<file path="src/verilog/gauge_spi_params.svh">
// constants of the gauge driver serial command port
`ifndef GAUGE_SPI_PARAMS_SVH
`define GAUGE_SPI_PARAMS_SVH
`define WORD_W        16
`define ADDR_MSB      15
`define ADDR_LSB      13
`define DATA_W        13
`define BITCNT_W      8
`define REG_RESET     13'h0000
`define ADDR_PECC     3'h0
`define ADDR_VEL      3'h1
`define ADDR_POS0     3'h2
`define ADDR_POS1     3'h3
`define ADDR_ZCMD     3'h4
`define ADDR_ZCFG     3'h5
`define ADDR_RAMP     3'h6
`define ADDR_TEST     3'h7
`define NULL_BIT      12
`define FIFO_DEPTH    8
`define FIFO_AW       3
`endif

</file>
<file path="src/verilog/gauge_spi_pkg.sv">
// types shared by the gauge driver serial command port
package gauge_spi_pkg;
`include "gauge_spi_params.svh"
   typedef struct packed {
      logic [`DATA_W-1:0] power_enable_calibration_config;
      logic [`DATA_W-1:0] maximum_velocity;
      logic [`DATA_W-1:0] gauge0_target_position;
      logic [`DATA_W-1:0] gauge1_target_position;
      logic [`DATA_W-1:0] return_to_zero_command;
      logic [`DATA_W-1:0] return_to_zero_config;
      logic [`DATA_W-1:0] ramp_selection;
   } gauge_regs_t;
   typedef struct packed {
      logic cs_n;
      logic sclk;
      logic si;
   } spi_pins_t;
   typedef enum logic [1:0] {
      ST_IDLE  = 2'b00,
      ST_SHIFT = 2'b01,
      ST_DONE  = 2'b11
   } link_state_t;
endpackage : gauge_spi_pkg

</file>
<file path="src/verilog/gauge_spi_port.sv">
// serial command and status port of a dual gauge driver
`include "gauge_spi_params.svh"
module gauge_spi_port (
   input  wire logic                       mclk,
   input  wire logic                       resetn,
   input  wire logic                       cs_n,
   input  wire logic                       sclk,
   input  wire logic                       si,
   output logic                            so,
   output logic                            so_oe,
   input  wire logic [`WORD_W-1:0]         status_word,
   output gauge_spi_pkg::gauge_regs_t      regs,
   output logic                            commit_pulse,
   output logic [2:0]                      commit_addr
);
   import gauge_spi_pkg::*;

   // ----------------------------------------------------------------
   // state
   // ----------------------------------------------------------------
   typedef struct packed {
      spi_pins_t              s1;
      spi_pins_t              s2;
      logic                   sclk_d;
      logic                   cs_d;
      link_state_t            st;
      logic [`WORD_W-1:0]     rx;
      logic [`WORD_W-1:0]     tx;
      logic [`BITCNT_W-1:0]   nfall;
      logic [`BITCNT_W-1:0]   nrise;
      logic                   loaded;
      logic                   so;
      logic                   oe;
      gauge_regs_t            regs;
      logic                   commit;
      logic [2:0]             caddr;
   } port_st_t;

   port_st_t               s_q;
   port_st_t               s_d;
   logic                   rise;
   logic                   fall;
   logic                   cs_fall;
   logic                   cs_rise;
   logic                   word_done;
   logic                   f_in_ready;
   logic [`WORD_W-1:0]     f_out_data;
   logic                   f_out_valid;
   logic                   f_pop;

   // ----------------------------------------------------------------
   // edge detection on the synchronised pins
   // ----------------------------------------------------------------
   // only the second stage is looked at, the first is metastability room
   assign rise      = s_q.s2.sclk && !s_q.sclk_d && !s_q.s2.cs_n;
   assign fall      = !s_q.s2.sclk && s_q.sclk_d && !s_q.s2.cs_n;
   assign cs_fall   = !s_q.s2.cs_n && s_q.cs_d;
   assign cs_rise   = s_q.s2.cs_n && !s_q.cs_d;
   assign word_done = fall && (s_q.nfall[3:0] == 4'hf);

   // completed input words wait here until the status word is out
   assign f_pop = rise && s_q.loaded && (s_q.nrise[3:0] == 4'h0) && f_out_valid;

   word_fifo #(
      .WIDTH (`WORD_W),
      .DEPTH (`FIFO_DEPTH),
      .AW    (`FIFO_AW)
   ) u_fifo (
      .mclk      (mclk),
      .resetn    (resetn),
      .clr       (cs_fall),
      .in_data   ({s_q.rx[`WORD_W-2:0], s_q.s2.si}),
      .in_valid  (word_done),
      .in_ready  (f_in_ready),
      .out_data  (f_out_data),
      .out_valid (f_out_valid),
      .out_ready (f_pop)
   );

   // ----------------------------------------------------------------
   // next state
   // ----------------------------------------------------------------
   always_comb
   begin
      s_d        = s_q;
      s_d.s1     = '{cs_n: cs_n, sclk: sclk, si: si};
      s_d.s2     = s_q.s1;
      s_d.sclk_d = s_q.s2.sclk;
      s_d.cs_d   = s_q.s2.cs_n;
      s_d.commit = 1'b0;
      case (s_q.st)
         ST_IDLE:
         begin
            s_d.oe = 1'b0;
            if (cs_fall)
            begin
               s_d.oe     = 1'b1;
               s_d.nfall  = '0;
               s_d.nrise  = '0;
               s_d.loaded = 1'b0;
               s_d.st     = ST_SHIFT;
            end
         end
         ST_SHIFT:
         begin
            if (fall)
            begin
               s_d.rx    = {s_q.rx[`WORD_W-2:0], s_q.s2.si};
               s_d.nfall = s_q.nfall + 1'b1;
            end
            if (rise)
            begin
               s_d.nrise = s_q.nrise + 1'b1;
               if (!s_q.loaded)
               begin
                  // status word taken at the first rise, msb out now
                  s_d.loaded = 1'b1;
                  s_d.so     = status_word[`WORD_W-1];
                  s_d.tx     = {status_word[`WORD_W-2:0], 1'b0};
               end
               else if (s_q.nrise[3:0] == 4'h0)
               begin
                  // next sixteen bits come from the received words
                  s_d.so = f_out_valid ? f_out_data[`WORD_W-1] : 1'b0;
                  s_d.tx = {f_out_data[`WORD_W-2:0], 1'b0};
               end
               else
               begin
                  s_d.so = s_q.tx[`WORD_W-1];
                  s_d.tx = {s_q.tx[`WORD_W-2:0], 1'b0};
               end
            end
            if (cs_rise)
            begin
               s_d.oe = 1'b0;
               s_d.st = ST_DONE;
            end
         end
         ST_DONE:
         begin
            // whole words only; a lone fragment changes nothing
            if ((s_q.nfall != '0) && (s_q.nfall[3:0] == 4'h0))
            begin
               s_d.commit = 1'b1;
               s_d.caddr  = s_q.rx[`ADDR_MSB:`ADDR_LSB];
               case (s_q.rx[`ADDR_MSB:`ADDR_LSB])
                  `ADDR_PECC:
                     // null command reads status without altering setup
                     if (!s_q.rx[`NULL_BIT])
                        s_d.regs.power_enable_calibration_config = s_q.rx[`DATA_W-1:0];
                  `ADDR_VEL:  s_d.regs.maximum_velocity = s_q.rx[`DATA_W-1:0];
                  `ADDR_POS0: s_d.regs.gauge0_target_position = s_q.rx[`DATA_W-1:0];
                  `ADDR_POS1: s_d.regs.gauge1_target_position = s_q.rx[`DATA_W-1:0];
                  `ADDR_ZCMD: s_d.regs.return_to_zero_command = s_q.rx[`DATA_W-1:0];
                  `ADDR_ZCFG: s_d.regs.return_to_zero_config = s_q.rx[`DATA_W-1:0];
                  `ADDR_RAMP: s_d.regs.ramp_selection = s_q.rx[`DATA_W-1:0];
                  default:    s_d.regs = s_q.regs;
               endcase
            end
            s_d.st = ST_IDLE;
         end
         default:
         begin
            s_d.st = ST_IDLE;
         end
      endcase
   end

   always_ff @(posedge mclk or negedge resetn)
   begin
      if (!resetn)
      begin
         s_q                                      <= '0;
         s_q.s1                                   <= '{cs_n: 1'b1, sclk: 1'b0, si: 1'b0};
         s_q.s2                                   <= '{cs_n: 1'b1, sclk: 1'b0, si: 1'b0};
         s_q.cs_d                                 <= 1'b1;
         s_q.regs.power_enable_calibration_config <= `REG_RESET;
      end
      else
      begin
         s_q <= s_d;
      end
   end

   assign so           = s_q.so;
   assign so_oe        = s_q.oe;
   assign regs         = s_q.regs;
   assign commit_pulse = s_q.commit;
   assign commit_addr  = s_q.caddr;
endmodule : gauge_spi_port

</file>
<file path="src/verilog/word_fifo.sv">
// small synchronous fifo with valid/ready on both sides
module word_fifo #(
   parameter int WIDTH = 16,
   parameter int DEPTH = 8,
   parameter int AW    = 3
) (
   input  wire logic             mclk,
   input  wire logic             resetn,
   input  wire logic             clr,
   input  wire logic [WIDTH-1:0] in_data,
   input  wire logic             in_valid,
   output logic                  in_ready,
   output logic      [WIDTH-1:0] out_data,
   output logic                  out_valid,
   input  wire logic             out_ready
);
   typedef struct packed {
      logic [AW-1:0] wp;
      logic [AW-1:0] rp;
      logic [AW:0]   cnt;
   } fifo_st_t;
   fifo_st_t         s_q;
   fifo_st_t         s_d;
   logic [WIDTH-1:0] mem [DEPTH];
   logic             wr;
   logic             rd;

   assign in_ready  = (s_q.cnt != (AW+1)'(DEPTH));
   assign out_valid = (s_q.cnt != '0);
   assign out_data  = mem[s_q.rp];
   assign wr        = in_valid && in_ready;
   assign rd        = out_valid && out_ready;

   always_comb
   begin
      s_d = s_q;
      if (clr)
      begin
         s_d = '0;
      end
      else
      begin
         if (wr)
            s_d.wp = s_q.wp + 1'b1;
         if (rd)
            s_d.rp = s_q.rp + 1'b1;
         s_d.cnt = s_q.cnt + (AW+1)'(wr) - (AW+1)'(rd);
      end
   end

   always_ff @(posedge mclk or negedge resetn)
   begin
      if (!resetn)
         s_q <= '0;
      else
         s_q <= s_d;
   end

   // storage holds no reset; validity comes from the count
   always_ff @(posedge mclk)
   begin
      if (wr && !clr)
         mem[s_q.wp] <= in_data;
   end
endmodule : word_fifo

</file>
<file path="config.mk">
export PLATFORM = sky130hd
export DESIGN_NAME = gauge_spi_port
export DESIGN_NICKNAME = d
export VERILOG_FILES = /design/src/verilog/gauge_spi_pkg.sv /design/src/verilog/gauge_spi_port.sv /design/src/verilog/word_fifo.sv
export VERILOG_INCLUDE_DIRS = /design/src /design/src/verilog
export SDC_FILE = /design/constraint.sdc
export NUM_CORES = 1
export LEC_CHECK = 0
export BUFFER_PORTS_ARGS = -buffer_cell sky130_fd_sc_hd__buf_2
export CORE_ASPECT_RATIO = 0.5
export CORE_UTILIZATION = 40
export CTS_BUF_LIST = sky130_fd_sc_hd__clkbuf_4 sky130_fd_sc_hd__clkbuf_8
export DETAILED_ROUTE_END_ITERATION = 10
export GPL_TIMING_DRIVEN = 0
export PLACE_DENSITY = 0.56
export SLEW_MARGIN = 25
export SYNTH_ARGS = -nofsm -noshare
export SYNTH_HDL_FRONTEND = slang
export SYNTH_HIERARCHICAL = 1
export SYNTH_SLANG_ARGS = --single-unit
</file>
<file path="constraint.sdc">
create_clock -name mclk -period 6.16 [get_ports mclk]
set_input_delay 0.924 -clock mclk [delete_from_list [all_inputs] [get_ports mclk]]
set_output_delay 0.924 -clock mclk [all_outputs]
set_load 0.01 [all_outputs]
</file>
=== Word-level counts from Yosys, hierarchy flattened ===
Memories as Yosys holds them, arrays and structs flattened.
Cells that the tools add are included.

* Memories: 1
* Memory bits (writable): 128
* Output and inout bits: 97
* Register bits: 165
* Word-level logic and storage cells: 114

* Reductions and logical operators: 42
* Add/subtract/negate cells: 6
* Muxes and demuxes: 22
* Eq/ne operators: 14
* Bitwise gates (word level): 1

{| class="wikitable"
|+ Memories
! name !! words !! bits a word !! read ports !! clocked after Yosys merged registers in !! write ports !! RTL line !! source
|-
| u_fifo.mem || 8 || 16 || 1 || 0 || 1 || word_fifo.sv:24 || <nowiki>logic [WIDTH-1:0] mem [DEPTH];</nowiki>
|}

{| class="wikitable"
|+ Operators with widths
! cell !! number
|-
| $pmux W17 S2 || 1
|-
| $mux W16 || 2
|-
| $reduce_and A3 Y1 || 8
|-
| $mux W10 || 2
|-
| $mux W17 || 1
|-
| $add A8 B1 Y8 const B || 2
|-
| $logic_and A1 B1 Y1 || 14
|-
| $reduce_and A2 Y1 || 5
|-
| $eq A3 B3 Y1 const B || 3
|-
| $logic_not A4 Y1 || 2
|-
| $mux W4 || 2
|-
| $mux W8 || 1
|-
| $reduce_bool A8 Y1 || 1
|-
| $mux W1 || 7
|-
| $add A3 B1 Y3 const B || 2
|-
| $eq A3 B2 Y1 const B || 2
|-
| $mux W3 || 2
|-
| $ne A2 B2 Y1 const B || 3
|-
| $reduce_bool A2 Y1 || 3
|-
| $logic_not A1 Y1 || 5
|-
| $add A4 B1 Y4 || 1
|-
| $eq A4 B4 Y1 const B || 1
|-
| $mux W2 || 2
|-
| $ne A4 B4 Y1 const B || 1
|-
| 12 further kinds || 12
|}

=== Depth between registers and ports, before layout ===
* Depth in word-level cells: 9
* Mapped depth: 14

=== Modules after synthesis ===
Netlist, hierarchy kept.

{| class="wikitable"
|+ Modules (own cells, without submodules)
! module !! times used !! cells an instance !! sequential area each (µm²) !! area an instance (µm²)
|-
| gauge_spi_port || 1 || 555 || 3757.4 || 7135.6
|-
| word_fifo || 1 || 262 || 4093.9 || 5592.9
|}

=== Worst setup path after synthesis ===
OpenSTA, ideal clock, no wires.

* Kind: flip-flop to flip-flop
* Start: reg s_q (netlist bit s_d[149])
* End: mem u_fifo.mem[0][0], enable pin
* Path slack: 2892 ps
* Period minus slack after synthesis: 3268 ps
* Data required time: 5751 ps
* Cell stages (with the launch flop): 7
* Arrival time: 2859 ps
* Cells stage by stage: dfrtp_1 or3b_1 buf_2 nor2_1 inv_1 or4_1 nor3_1

* Cells in the longest elaborated chain, start to end: 8

{| class="wikitable"
|+ Ends and longest elaborated chain
! what !! RTL line !! source
|-
| start: declaration || gauge_spi_port.sv:39 || <nowiki>port_st_t s_q;</nowiki>
|-
| $logic_not A1 Y1 || gauge_spi_port.sv:56 || <nowiki>assign fall = !s_q.s2.sclk && s_q.sclk_d && !s_q.s2.cs_n;</nowiki>
|-
| $logic_and A1 B1 Y1 (2 in a row) || gauge_spi_port.sv:56 ||
|-
| $logic_and A1 B1 Y1 || gauge_spi_port.sv:59 || <nowiki>assign word_done = fall && (s_q.nfall[3:0] == 4'hf);</nowiki>
|-
| net word_done || gauge_spi_port.sv:45 || <nowiki>logic word_done;</nowiki>
|-
| $logic_and A1 B1 Y1 || word_fifo.sv:31 || <nowiki>assign wr = in_valid && in_ready;</nowiki>
|-
| $logic_and A1 B1 Y1 || word_fifo.sv:62 || <nowiki>if (wr && !clr)</nowiki>
|-
| $mux W1 || word_fifo.sv:62 ||
|-
| $mux W1 (implied by the code) || word_fifo.sv:63 || <nowiki>mem[s_q.wp] <= in_data;</nowiki>
|-
| end: declaration || word_fifo.sv:24 ||
|}

The timed path passes the listed nets, and every way through them passes these cells.

==> flow_summary.toml <==
[status]
outcome = "complete, no violations"

[die]
io_pins = 118
fp-row-count = 45
fp.dieH_um = 128.1
coreArea_sq_um = 30800
start_util = 0.4133
die_w_um = 254.3
die-area_sq_um = 32580

[global_routing]
grt_antenna_before_repair = 0
grt_usage = 0.1780
grt_pass1_wl_mm = 43.32
first_global_vias = 7502
gr-total-overflow = 0
grt_max_degree = 87

[drt]
antenna_left = 0
dr_wl_met3_mm = 1.603
wl_met2_mm = 12.83
routed_wl_mm = 27.97
drc = 0
drt-vias-per-instance = 4.961
first_pass_iters = 5
dr.first_iter.drc_count = 430
drt-met1-wl_mm = 13.06
maxUsedRoutingLayer = "met4"
vias = 7164
wl_per_cell_um = 19.37

[timing]
max_freq_ghz = 0.2950
tns_ns = 0
hold_viol = 0
skew_ns = 0.03077
rsz0062_at_grt = "false"
maxSlewHeadroom = 0.4477
setup_viol = 0
fin_crit_sh = 0.5503
worstMarginPinSlew_ns = 0.8267
drv_slew = 0
layout_min_cycle_time_ns = 3.390

[clocking]
clkLatencyLatePin_ns = 0.58
hold_buffers = 0
cts-buffers-inserted = 44
cts_sinks = 288
cts.clk_slew.worst_paths_ns = 0.07
htree_levels = 2
cts_resized = 0
cts_buffer_depth = 3
postCtsSetupBuffers = 0
cts_tree = "yes"
root_buffer = "clkbuf_8"

[critical_path]
rr_worst_depth = 13
rrSetupSlack_ns = 2.77
worstPathMaxFanout = 10
r2r-start = "s_q[98]$_DFFE_PN0P_"
end_kind = "register"
path_class = "reg2reg"
critPathRequiredTime_ns = 6.60
r2r-end = "u_fifo/s_q[1]$_DFF_PN0_"
start_kind = "register"
arrival_ns = 3.83

[layout]
diodes = 0
syn2layout_area_growth_pct = 16.87
multi_input_area_sq_um = 3831
stdcell_count = 1444
nNetsFinal = 1020
utilization = 0.4830
layout-drive-gt1-share = 0.4525
regArea_sq_um = 7851
n_fill_cell = 2688

[synthesis]
synthArstFlopShare = 0.5556
syn_avg_cell_area_sq_um = 15.58
yosysSeqAreaShare = 0.6168
synth.area.top_cells = "dfrtp_1 31%, edfxtp_1 30%, mux2_2 11%"
yosys_warnings = 6
synth_nets = 851
synth-seq-cells = 288
synth_top_cell_by_area = "dfrtp_1"
synth_edf_count = 128
synth_flop_cell = "dfrtp_1"
ys_types = 55
syn_area_sq_um = 12730
syn-instance-count = 817
yosysTopAreaCellShare = 0.3087

[placed_design]
dp.cells = 1363
hpwl_mm = 18.25
io_buffer_count = 116
gp_congestion = 0.7728

[power]
ir_worst_vdd_mv = 0.1227
p_leak_nw = 6.619
power.density_nw_per_um2 = 288.4

[run]
cap_violations = 0

[min_path]
hold_class = "in2async"
==> state kept, by name, indices dropped and copies added (netlist names) <==
signal	flops
commit_addr	3
commit_pulse	1
regs	90
s_d	5
s_q	49
so	1
so_oe	1
u_fifo/mem	128
u_fifo/s_q	10
==> metal layers <==
| metal | vias to the layer above | global-route usage |
|---|---|---|
| li1 | 3304 | - |
| met1 | 3650 | 0.2472 |
| met2 | 164 | 0.2807 |
| met3 | 46 | 0.04183 |
| met4 | 0 | 0.04784 |
| met5 | - | 0 |
==> cells in the mapped netlist, types with 2 or more instances <==
master and instances:
buf_4 95, o21ai_0 26, a21oi_1 10, o311ai_0 2, clkbuf_2 2, or4b_1 2
or3b_1 2, nand2b_1 8, a211oi_1 14, mux2_2 126, nor3_1 4, and3b_1 3
clkbuf_1 20, inv_1 21, dfrtp_1 157, nand3_1 6, a31o_2 2, nand2_1 14
nor4_1 3, nor2_1 27, buf_2 5, nor2b_1 4, dfstp_2 3, or3_1 4
ha_1 12, clkbuf_8 6, nor3b_1 5, nand4_4 6, o211ai_1 4, mux4_2 3
buf_6 6, or4_1 4, nor4bb_1 15, mux2i_1 4, edfxtp_1 128, o31ai_1 17
mux4_1 29
==> worst max path at each step <==
stage                                   start                         end  cells past startpoint
after floorplan            s_d[149]$_DFF_PN0_  u_fifo/mem[0][0]$_DFFE_PP_                      6
after global placement                 resetn        s_q[125]$_DFFE_PN0P_                      1
after detailed placement  s_q[98]$_DFFE_PN0P_     u_fifo/s_q[1]$_DFF_PN0_                     13
after CTS                 s_q[98]$_DFFE_PN0P_     u_fifo/s_q[1]$_DFF_PN0_                     13
after global routing      s_q[98]$_DFFE_PN0P_     u_fifo/s_q[2]$_DFF_PN0_                     14
final                     s_q[98]$_DFFE_PN0P_     u_fifo/s_q[1]$_DFF_PN0_                     13
==> power by group <==
part           switching (mW)  internal [mW]  total (mW)
Combinational           0.234          0.166       0.400
Sequential              0.140           2.12        2.26
Clock                   0.763          0.864        1.63
==> cell usage in the layout, fill, tap and decap left out, drive strengths merged, types with 5 or more instances in the layout <==
cell,synthesis,routed
nor2,27,27
buf,109,232
nor3b,5,5
o21ai,26,26
ha,12,12
edfxtp,128,128
o31ai,17,17
dfrtp,157,157
mux2,126,126
a211oi,14,14
clkbuf,28,81
inv,21,22
a21oi,10,10
nand2,14,14
nand2b,8,8
clkinv,0,22
nor4bb,15,15
nand4,8,8
nand3,6,6
mux4,32,32
==> final cells by class <==
type	count	share of cell area
Buffer	137	0.06805
Clock buffer	53	0.04567
Clock inverter	28	0.01421
Inverter	21	0.005299
Multi-Input combinational cell	371	0.2575
Sequential cell	288	0.5278
Tap cell	423	0.03558
Timing Repair Buffer	123	0.04584
==> critical path, stage by stage (launching register included) <==
cell	delay (ns)
dfrtp_1	0.42
inv_1	0.07
ha_1	0.21
or3b_2	0.45
buf_2	0.19
buf_2	0.20
nor3_1	0.39
inv_1	0.18
nor2_1	0.15
ha_1	0.24
inv_1	0.06
ha_1	0.18
fa_1	0.40
nor2b_1	0.13
==> logic make-up (layout without fill, tap and decap cells) <==
kind of cell    count (synthesis)  count (layout)  synth area share
flops                         288             288            0.6168
mux                           162             162            0.1798
buf+inv                       158             362           0.08572
simple gates                  114             114           0.06242
compound gates                 79              79           0.04021
fa+ha+maj                      13              13           0.01337
xor+xnor                        2               2          0.001376
other cells                     1               1         0.0002946
==> through the flow <==
stage	total power [mW]	worst slack, ns	hold slack, ns	cell area [sq um]
final	4.291	2.770	0.3110	14880
after global placement	2.688	1.551	0.3318	13840
after detailed placement	2.706	2.806	0.3364	13980
after CTS	4.348	2.802	0.3108	14880
after global routing	4.510	2.520	0.3257	14880
after floorplan	2.525	2.892	0.3312	12730
No activity file was read; power rests on OpenSTA's default activity.
